==> src/rtl/sers_consts.vh <==
// Purpose: shared constants for the status event register sets
// Assumes: included by bare name from rtl sources
// Notes:   register selects are local numbering of the command decoder
`ifndef SERS_CONSTS_VH
`define SERS_CONSTS_VH

// register select codes (4 bits)
`define SERS_SEL_STD_EVENT   4'h0
`define SERS_SEL_OPER_EVENT  4'h1
`define SERS_SEL_MEAS_EVENT  4'h2
`define SERS_SEL_QUES_EVENT  4'h3
`define SERS_SEL_OPER_COND   4'h4
`define SERS_SEL_MEAS_COND   4'h5
`define SERS_SEL_QUES_COND   4'h6
`define SERS_SEL_STD_MASK    4'h7
`define SERS_SEL_OPER_MASK   4'h8
`define SERS_SEL_MEAS_MASK   4'h9
`define SERS_SEL_QUES_MASK   4'ha

// standard event bit positions
`define SERS_STD_OPC_DONE    0
`define SERS_STD_EMPTY_READ  2
`define SERS_STD_INT_FAULT   3
`define SERS_STD_RUN_FAULT   4
`define SERS_STD_CMD_ERROR   5
`define SERS_STD_LOCAL_KEY   6
`define SERS_STD_PWR_CYCLED  7

// operation bit positions
`define SERS_OP_CUR_LIMIT    3
`define SERS_OP_TRIP_OFF     4
`define SERS_OP_OVL_SHUT     6

// measurement bit positions
`define SERS_MS_OVER_RANGE   3
`define SERS_MS_PULSE_TMO    4
`define SERS_MS_READ_READY   5
`define SERS_MS_AVG_DONE     9

// questionable bit position
`define SERS_QS_CAL_BAD      8

// implemented bit masks
`define SERS_STD_IMPL        8'hfd
`define SERS_OP_IMPL         16'h0058
`define SERS_MS_IMPL         16'h0238
`define SERS_QS_IMPL         16'h0100

// reset values
`define SERS_RST8            8'h00
`define SERS_RST16           16'h0000

`endif

==> src/rtl/sers_status_sets.v <==
// Purpose: four status register sets with latching events, masks, summaries
// Assumes: command decoder delivers one-cycle read/write strobes on sys_clk
// Notes:   reads return data one cycle after the strobe
//
// Notes on behaviour
// - four sets: standard, operation, measurement, questionable
// - standard B0 on operations-done with nothing pending
// - standard B2 on read of empty output queue
// - standard B3 on internal fault
// - standard B4 on command execution fault
// - standard B5 on any command error
// - standard B6 on local key press
// - standard B7 after power cycle
// - operation B3 follows current limit condition
// - operation B4 on trip off, cleared on output-on
// - operation B6 on overload or overheat shutdown
// - measurement B3 on reading over range
// - measurement B5 each reading ready
// - measurement B9 when average count done
// - questionable B8 bad calibration, cleared by calibration
// - live condition registers for three sets only
// - measurement condition B4 high until pulse seen
// - event bits latch until register reset
// - reading an event register clears it
// - reset and clear-all clear events, preset not
// - summary is OR of events AND masks
// - reset and preset clear masks, clear-all not
// - summaries drive status byte bits unlatched
//
// overview of the data path:
// - standard events arrive as one-cycle pulses and are ORed into
//   an 8-bit latch; there is no condition register for this set
// - operation, measurement and questionable conditions are live
//   levels; a rising edge of a condition sets the event bit
// - each latch is cleared by a read of its own select or by the
//   clear-all command; an event in that same cycle still lands
// - masks are written by the command decoder; only implemented
//   bit positions are stored, so reads never show dead bits
// - the four summaries are pure logic on latches and masks, so
//   they fall in the cycle after the read that empties a latch
// - one clock enable freezes every flip-flop, the edge detectors
//   included, so a frozen cycle neither loses nor invents an edge
// limitations:
// - a condition that rises while the clock enable is low is seen
//   when the enable returns, not at the moment it happened
// - read data is registered, so a read answer is one cycle late
// - the status byte carries only the four set summaries here; the
//   queue and service request bits are owned by other logic
`timescale 1ns/10ps
`default_nettype none
`include "sers_consts.vh"

module sers_status_sets (
    // clock and control
    input  wire        sys_clk,
    input  wire        rst,
    input  wire        clkEn,
    // register access from the command decoder
    input  wire        regRead,
    input  wire        regWrite,
    input  wire [3:0]  regSel,
    input  wire [15:0] regWrData,
    output reg  [15:0] regRdData,
    output reg         regRdValid,
    // commands
    input  wire        operationsDoneCmd,
    input  wire        opsPending,
    input  wire        clearAllStatusCmd,
    input  wire        statusPresetCmd,
    // standard events (one-cycle pulses)
    input  wire        emptyReadError,
    input  wire        internalFault,
    input  wire        runFault,
    input  wire        commandError,
    input  wire        localKeyRequest,
    input  wire        powerCycled,
    // instrument conditions (levels, same clock)
    input  wire        currentLimit,
    input  wire        limitTripOff,
    input  wire        outputOn,
    input  wire        overloadShutdown,
    input  wire        readingOverRange,
    input  wire        pulseDetected,
    input  wire        readingReady,
    input  wire        averageCountDone,
    input  wire        calBadAtPowerUp,
    input  wire        calSuccess,
    // summaries to status byte
    output wire        measSummary,
    output wire        questionableSummary,
    output wire        stdEventSummary,
    output wire        operationSummary,
    output wire [7:0]  statusByteSummaries
);

    ////////////////////////////////////////////////////////////////////////////
    // state: one latch and one mask per set, four sets in all
    // condition registers are not stored; they are read straight from
    // the live inputs and the trip and calibration holds, which keeps them truly real-time
    reg  [7:0]  stdEvent_reg;      // standard event latch
    reg  [15:0] operEvent_reg;     // operation event latch
    reg  [15:0] measEvent_reg;     // measurement event latch
    reg  [15:0] quesEvent_reg;     // questionable event latch
    reg  [7:0]  stdMask_reg;       // standard event mask
    reg  [15:0] operMask_reg;      // operation mask
    reg  [15:0] measMask_reg;      // measurement mask
    reg  [15:0] quesMask_reg;      // questionable mask
    reg  [15:0] operCondPrev_reg;  // previous condition for edge detection
    reg  [15:0] measCondPrev_reg;
    reg  [15:0] quesCondPrev_reg;
    reg         tripHold_reg;      // trip off held until output back on
    reg         calBad_reg;        // bad calibration held until calibrated

    reg  [7:0]  stdSet;            // standard event set pulses
    reg  [15:0] operCond;          // live conditions
    reg  [15:0] measCond;
    reg  [15:0] quesCond;
    wire [15:0] operRise;
    wire [15:0] measRise;
    wire [15:0] quesRise;
    wire        rdStd;
    wire        rdOper;
    wire        rdMeas;
    wire        rdQues;
    wire [15:0] stdNext;           // standard latch next value, upper half unused

    ////////////////////////////////////////////////////////////////////////////
    // next latch value: set wins over read clear
    // shared by all four sets; the standard set pads to 16 bits and
    // keeps only the low byte of the result
    // giving the set priority means a read can never swallow an event
    // that arrives in the very cycle of the read
    function [15:0] sersLatch;
        input [15:0] cur;
        input [15:0] setBits;
        input        clr;
        begin
            sersLatch = (clr ? 16'h0000 : cur) | setBits;
        end
    endfunction

    ////////////////////////////////////////////////////////////////////////////
    // standard event sources
    always @* begin
        stdSet = 8'h00;
        stdSet[`SERS_STD_OPC_DONE]   = operationsDoneCmd & ~opsPending;
        stdSet[`SERS_STD_EMPTY_READ] = emptyReadError;
        stdSet[`SERS_STD_INT_FAULT]  = internalFault;
        stdSet[`SERS_STD_RUN_FAULT]  = runFault;
        stdSet[`SERS_STD_CMD_ERROR]  = commandError;
        stdSet[`SERS_STD_LOCAL_KEY]  = localKeyRequest;
        stdSet[`SERS_STD_PWR_CYCLED] = powerCycled;
    end

    // live conditions, no register of their own; standard set has none
    always @* begin
        operCond = 16'h0000;
        operCond[`SERS_OP_CUR_LIMIT] = currentLimit;
        operCond[`SERS_OP_TRIP_OFF]  = tripHold_reg;
        operCond[`SERS_OP_OVL_SHUT]  = overloadShutdown;
        measCond = 16'h0000;
        measCond[`SERS_MS_OVER_RANGE] = readingOverRange;
        measCond[`SERS_MS_PULSE_TMO]  = ~pulseDetected;
        measCond[`SERS_MS_READ_READY] = readingReady;
        measCond[`SERS_MS_AVG_DONE]   = averageCountDone;
        quesCond = 16'h0000;
        quesCond[`SERS_QS_CAL_BAD] = calBad_reg;
    end

    // rising edges latch events; a held level does not relatch after read
    assign operRise = operCond & ~operCondPrev_reg;
    assign measRise = measCond & ~measCondPrev_reg;
    assign quesRise = quesCond & ~quesCondPrev_reg;

    // read strobes that clear event latches
    assign rdStd  = regRead & (regSel == `SERS_SEL_STD_EVENT);
    assign rdOper = regRead & (regSel == `SERS_SEL_OPER_EVENT);
    assign rdMeas = regRead & (regSel == `SERS_SEL_MEAS_EVENT);
    assign rdQues = regRead & (regSel == `SERS_SEL_QUES_EVENT);

    ////////////////////////////////////////////////////////////////////////////
    // held conditions: trip until output on, calibration flag
    // these two are sticky levels, not events: they feed condition
    // bits, and the event latch only records their rising edge
    // a new trip or a new bad-calibration report beats a clear that
    // arrives in the same cycle, so the fault is never hidden
    always @(posedge sys_clk) begin
        if (rst) begin
            tripHold_reg <= 1'b0;
            calBad_reg   <= 1'b0;
        end else if (clkEn) begin
            // clearing by output-on wins only when no new trip arrives
            if (limitTripOff) begin
                tripHold_reg <= 1'b1;
            end else if (outputOn) begin
                tripHold_reg <= 1'b0;
            end
            if (calBadAtPowerUp) begin
                calBad_reg <= 1'b1;
            end else if (calSuccess) begin
                calBad_reg <= 1'b0;
            end
        end
    end

    ////////////////////////////////////////////////////////////////////////////
    // event latches
    // edge detectors reset to zero, so a condition already high at
    // release of reset is taken as a fresh edge one cycle later;
    // that is intended, the user sees conditions present at power-up
    assign stdNext = sersLatch({8'h00, stdEvent_reg}, {8'h00, stdSet},
                               rdStd | clearAllStatusCmd);
    always @(posedge sys_clk) begin
        if (rst) begin
            stdEvent_reg     <= `SERS_RST8;
            operEvent_reg    <= `SERS_RST16;
            measEvent_reg    <= `SERS_RST16;
            quesEvent_reg    <= `SERS_RST16;
            operCondPrev_reg <= `SERS_RST16;
            measCondPrev_reg <= `SERS_RST16;
            quesCondPrev_reg <= `SERS_RST16;
        end else if (clkEn) begin
            operCondPrev_reg <= operCond;
            measCondPrev_reg <= measCond;
            quesCondPrev_reg <= quesCond;
            // clear-all acts like a read on every set; new events still land
            // only the low byte exists in the standard set
            stdEvent_reg  <= stdNext[7:0];
            operEvent_reg <= sersLatch(operEvent_reg, operRise,
                                       rdOper | clearAllStatusCmd);
            measEvent_reg <= sersLatch(measEvent_reg, measRise,
                                       rdMeas | clearAllStatusCmd);
            quesEvent_reg <= sersLatch(quesEvent_reg, quesRise,
                                       rdQues | clearAllStatusCmd);
        end
    end

    ////////////////////////////////////////////////////////////////////////////
    // enable masks: only implemented bits are stored
    // preset beats a write in the same cycle; clear-all leaves masks
    // alone, so a user can clear events without reprogramming masks
    // dropping dead bits here means the summary cannot be raised by
    // a mask bit whose event can never occur
    always @(posedge sys_clk) begin
        if (rst) begin
            stdMask_reg  <= `SERS_RST8;
            operMask_reg <= `SERS_RST16;
            measMask_reg <= `SERS_RST16;
            quesMask_reg <= `SERS_RST16;
        end else if (clkEn) begin
            if (statusPresetCmd) begin
                stdMask_reg  <= `SERS_RST8;
                operMask_reg <= `SERS_RST16;
                measMask_reg <= `SERS_RST16;
                quesMask_reg <= `SERS_RST16;
            end else if (regWrite) begin
                // zero written disables every bit of the chosen mask
                if (regSel == `SERS_SEL_STD_MASK) begin
                    stdMask_reg <= regWrData[7:0] & `SERS_STD_IMPL;
                end else if (regSel == `SERS_SEL_OPER_MASK) begin
                    operMask_reg <= regWrData & `SERS_OP_IMPL;
                end else if (regSel == `SERS_SEL_MEAS_MASK) begin
                    measMask_reg <= regWrData & `SERS_MS_IMPL;
                end else if (regSel == `SERS_SEL_QUES_MASK) begin
                    quesMask_reg <= regWrData & `SERS_QS_IMPL;
                end
            end
        end
    end

    ////////////////////////////////////////////////////////////////////////////
    // read port: registered data, unknown selects read zero
    // registering the answer costs one cycle of latency but gives the
    // decoder a clean, glitch-free word to format as text
    // read data holds until the next accepted read; valid is a pulse
    always @(posedge sys_clk) begin
        if (rst) begin
            regRdData  <= 16'h0000;
            regRdValid <= 1'b0;
        end else if (clkEn) begin
            regRdValid <= regRead;
            if (regRead) begin
                // value returned is the latch before this read clears it
                if (regSel == `SERS_SEL_STD_EVENT) begin
                    regRdData <= {8'h00, stdEvent_reg};
                end else if (regSel == `SERS_SEL_OPER_EVENT) begin
                    regRdData <= operEvent_reg;
                end else if (regSel == `SERS_SEL_MEAS_EVENT) begin
                    regRdData <= measEvent_reg;
                end else if (regSel == `SERS_SEL_QUES_EVENT) begin
                    regRdData <= quesEvent_reg;
                end else if (regSel == `SERS_SEL_OPER_COND) begin
                    regRdData <= operCond;
                end else if (regSel == `SERS_SEL_MEAS_COND) begin
                    regRdData <= measCond;
                end else if (regSel == `SERS_SEL_QUES_COND) begin
                    regRdData <= quesCond;
                end else if (regSel == `SERS_SEL_STD_MASK) begin
                    regRdData <= {8'h00, stdMask_reg};
                end else if (regSel == `SERS_SEL_OPER_MASK) begin
                    regRdData <= operMask_reg;
                end else if (regSel == `SERS_SEL_MEAS_MASK) begin
                    regRdData <= measMask_reg;
                end else if (regSel == `SERS_SEL_QUES_MASK) begin
                    regRdData <= quesMask_reg;
                end else begin
                    regRdData <= 16'h0000;
                end
            end
        end
    end

    ////////////////////////////////////////////////////////////////////////////
    // summaries: combinational from latches, so a read drops them at once
    // no flip-flop here on purpose: the status byte bits must follow
    // the summaries without latching of their own
    // a user who wants an edge to signal on must watch the byte
    assign stdEventSummary     = |(stdEvent_reg & stdMask_reg);
    assign operationSummary    = |(operEvent_reg & operMask_reg);
    assign measSummary         = |(measEvent_reg & measMask_reg);
    assign questionableSummary = |(quesEvent_reg & quesMask_reg);
    // status byte positions B0, B3, B5, B7; other bits belong elsewhere
    assign statusByteSummaries = {operationSummary, 1'b0, stdEventSummary, 1'b0,
                                  questionableSummary, 2'b00, measSummary};

endmodule
`default_nettype wire

==> config.mk <==
export PLATFORM = sky130hd
export DESIGN_NAME = sers_status_sets
export DESIGN_NICKNAME = d
export VERILOG_FILES = /design/src/rtl/sers_status_sets.v
export VERILOG_INCLUDE_DIRS = /design/src /design/src/rtl
export SDC_FILE = /design/constraint.sdc
export NUM_CORES = 1
export LEC_CHECK = 0
export BUFFER_PORTS_ARGS = -buffer_cell sky130_fd_sc_hd__buf_2
export CAP_MARGIN = 20
export CORE_MARGIN = 5
export CORE_UTILIZATION = 38
export CTS_BUF_LIST = sky130_fd_sc_hd__clkbuf_2
export DETAILED_ROUTE_END_ITERATION = 6
export PLACE_DENSITY = 0.72
export SLEW_MARGIN = 15
export SYNTH_ARGS = -nofsm -noshare
export SYNTH_HDL_FRONTEND = slang
export SYNTH_SLANG_ARGS = --single-unit
==> constraint.sdc <==
create_clock -name sys_clk -period 2.4 [get_ports sys_clk]
set_clock_uncertainty 0.2 [all_clocks]
set_input_delay 0.36 -clock sys_clk [delete_from_list [all_inputs] [get_ports sys_clk]]
set_output_delay 0.36 -clock sys_clk [all_outputs]
set_load 0.005 [all_outputs]
==> summary.md <==
| Metric | Value |
|---|---|
| CTS tree | built |
| # port buffers | 55 |
| Sink Count | 50 |
| DP HPWL | roughly 5000 microns |
| Sequential share of the synthesized area | between 30% and 40% |
| Global-route wire length before repair | ~11,000 microns |
| Nets@finish | 395 |
| Worst setup SP type | flip-flop |
| Tmin final | 2.04 ns |
| Largest area contributor in the netlist | dfxtp_1 |
| Worst Setup SP | stdEvent_reg[4] |
| Worst Path Required | about 1.8 ns |
| Hold WC Path Type | input pin to flip-flop |
| CP Data Arrival Time | approximately 1.5 ns |
| Asr flop ratio synth | 0% |
| Routability cong. | 0.974 |
| Total grt overflow | 0 |
| Setup crit end kind | output port |
| Final WS setup | about 0.36 ns |
| Leakage | between 1 and 1.5 nW |
| Vias in the first global route | around 2,200 |
| Worst-path maximum fanout | 4 |
| Hold Startpoint | calSuccess |
| Vias | around 2,400 |
| Clock Tree Root | clkbuf_2 |
| Max reg flops | 9 |
| CTS buffer count | 5 |
| TritonRoute pass-1 iters | 5 |
| Post-route DRC | 0 |
| Synthesized instance count | 290 |
| Final Max Slew Viols | 0 |
| # setup viols final | 0 |
| Initial antenna violation count | 0 |
| Largest net degree at the start of global routing | 27 |
| H-tree depth | 2 |
| Max Cap Violations | 0 |
| Gr usage total | between 15 and 20% |
| Via density | ~5.5 |
| Avg Cell Area, Syn | ~9 sq um |
| Worst-case hold slack | a little over 0.03 ns |
| # diodes | 0 |
| Synth Cell Area | approximately 0.0026 sq mm |
| Post-Route WL | 6820 microns |
| I/O pins | 74 |
| Wirelength per Cell | roughly 16 microns |
| Crit share post-route | roughly 85% |
| Design Power | ~1.5 mW |
| Post-DRT Antenna Nets | 0 |
| Peak supply drop | approximately 0.19 mV |
| Synthesis warning total | 0 |
| Synth top area share | around two fifths |
| Place WS | about 0.34 ns |
| Worst skew pair latency | 0.42 ns |
| Core area | between 0.006 and 0.007 sq mm |
| Peak Freq | between 400 and 500 MHz |
| CTS max path bufs | 2 |
| Top post-synthesis cells by area | dfxtp_1 39%, buf_4 5.3%, mux2i_1 5.1% |
| Final Hold Violating Endpoints | 0 |
| CP Class | flip-flop to output port |
| Main synth FF type | dfxtp_1 |
| Distinct cells, synth | between 50 and 60 |
| Initial core utilization | just under 40% |
| Unrepaired setup endpoints after global routing | false |
| Die Width | approximately 92 microns |
| PwrDens | 490 mW/mm^2 |
| Least-Margin Pin Slew | approximately 0.67 ns |
| Worst reg2reg startpoint | measEvent_reg[5] |
| Final Core Density | a little under half |
| Die ar. | about 0.0085 sq mm |
| Row cnt | 30 |
| Synth Register Bits | 50 |
| Rel. slew slack | a little over half |
| Fin Setup TNS | 0 ns |
| Layout cells sized above 1 | between 20% and 30% |
| Die height | 92.3 microns |
| Outcome | complete, no violations |
| Number of synthesized flops with an enable pin | 0 |
| Number of DRC markers in iteration 0 | between 300 and 400 |
| Clk pin slew, worst setup/hold paths | between 0.2 and 0.25 ns |
| Area Overhead vs Synth | 18.0% |
repair_timing:
item	4_1_cts	5_1_grt
buffers inserted	0	0
hold endpoints to repair	24	0
hold buffers	20	0
resized for setup	0	0
final cells by class:
class / count / area (sq um)
flip-flops and latches: 50 / 1000
well taps: 80 / 100
multi-input cells: 211 / 1370
clock buffers: 6 / 30.0
clock inverters: 2 / 8.76
fillers: 660 / 3650
inverters: 4 / 15.0
repair buffers: 78 / 510
synth_stat cells, drive strengths merged (3+ instances only):
cell and number:
nand3 4, nor2b 10, a31oi 3, and4bb 4, a211oi 3, nor2 32
clkbuf 9, a221oi 3, inv 4, a22oi 13, nand2 13, a21oi 25
buf 26, a222oi 3, nand3b 8, mux2i 13, mux2 4, dfxtp 50
o21ai 22, nor3 6
logic make-up (layout without fill, tap and decap cells):
group / count (synthesis) / after routing / share of synthesized area [%]
compound gates: 87 / 87 / 22.7
flops: 50 / 50 / 38.9
mux: 17 / 17 / 6.81
buf+inv: 39 / 90 / 9.29
other cells: 1 / 11 / 0.146
simple gates: 96 / 96 / 22.1
metal layers:
metal,part of all wire (%),vias up,GRT usage [%]
li1,-,1160,-
met1,44,1119,21.2
met2,47,94,26.0
met3,6.5,12,3.53
met4,1.9,0,5.32
met5,0,-,0
where the power goes:
group / total (mW) / internal (mW) / switching [mW]
Clock: 0.334 / 0.0717 / 0.262
Sequential: 0.895 / 0.868 / 0.0271
Combinational: 0.257 / 0.115 / 0.141
Total: 1.49 / 1.06 / 0.430
final timing paths:
kind	to	slack (ns)	cells after the start
worst min-delay path	calBad_reg	0.03	4
worst min register to register	regRdData[8]	0.29	2
worst max-delay path	stdEventSummary	0.36	3
worst max register to register	regRdData[5]	0.87	4
worst max-delay path: stages (launching register included):
cell and delay [ns]:
dfxtp_1 0.41, a222oi_1 0.35, nand3_1 0.15, buf_2 0.16
placed cells by master, fill, tap and decap left out, drive strengths merged, types with 3 or more instances in the layout:
master / Yosys / final
a31oi: 3 / 3
nand3b: 8 / 8
mux2i: 13 / 13
and4bb: 4 / 4
a22oi: 13 / 13
a21oi: 25 / 25
nand3: 4 / 4
a222oi: 3 / 3
nor2b: 10 / 10
nor3: 6 / 6
buf: 26 / 58
o21ai: 22 / 22
inv: 4 / 4
clkbuf: 9 / 6
a211oi: 3 / 3
nor2: 32 / 32
dfxtp: 50 / 50
dlygate4sd3: 0 / 20
nand2: 13 / 13
a221oi: 3 / 3
conb: 1 / 11
mux2: 4 / 4
through the flow:
stage	std cells	cell area [sq um]
3_3_place_gp	403	2800
3_5_place_dp	403	2800
6_report	431	3030
2_1_floorplan	300	2610
5_1_grt	431	3030
4_1_cts	431	3030
Power figures use the tool's default switching activity.
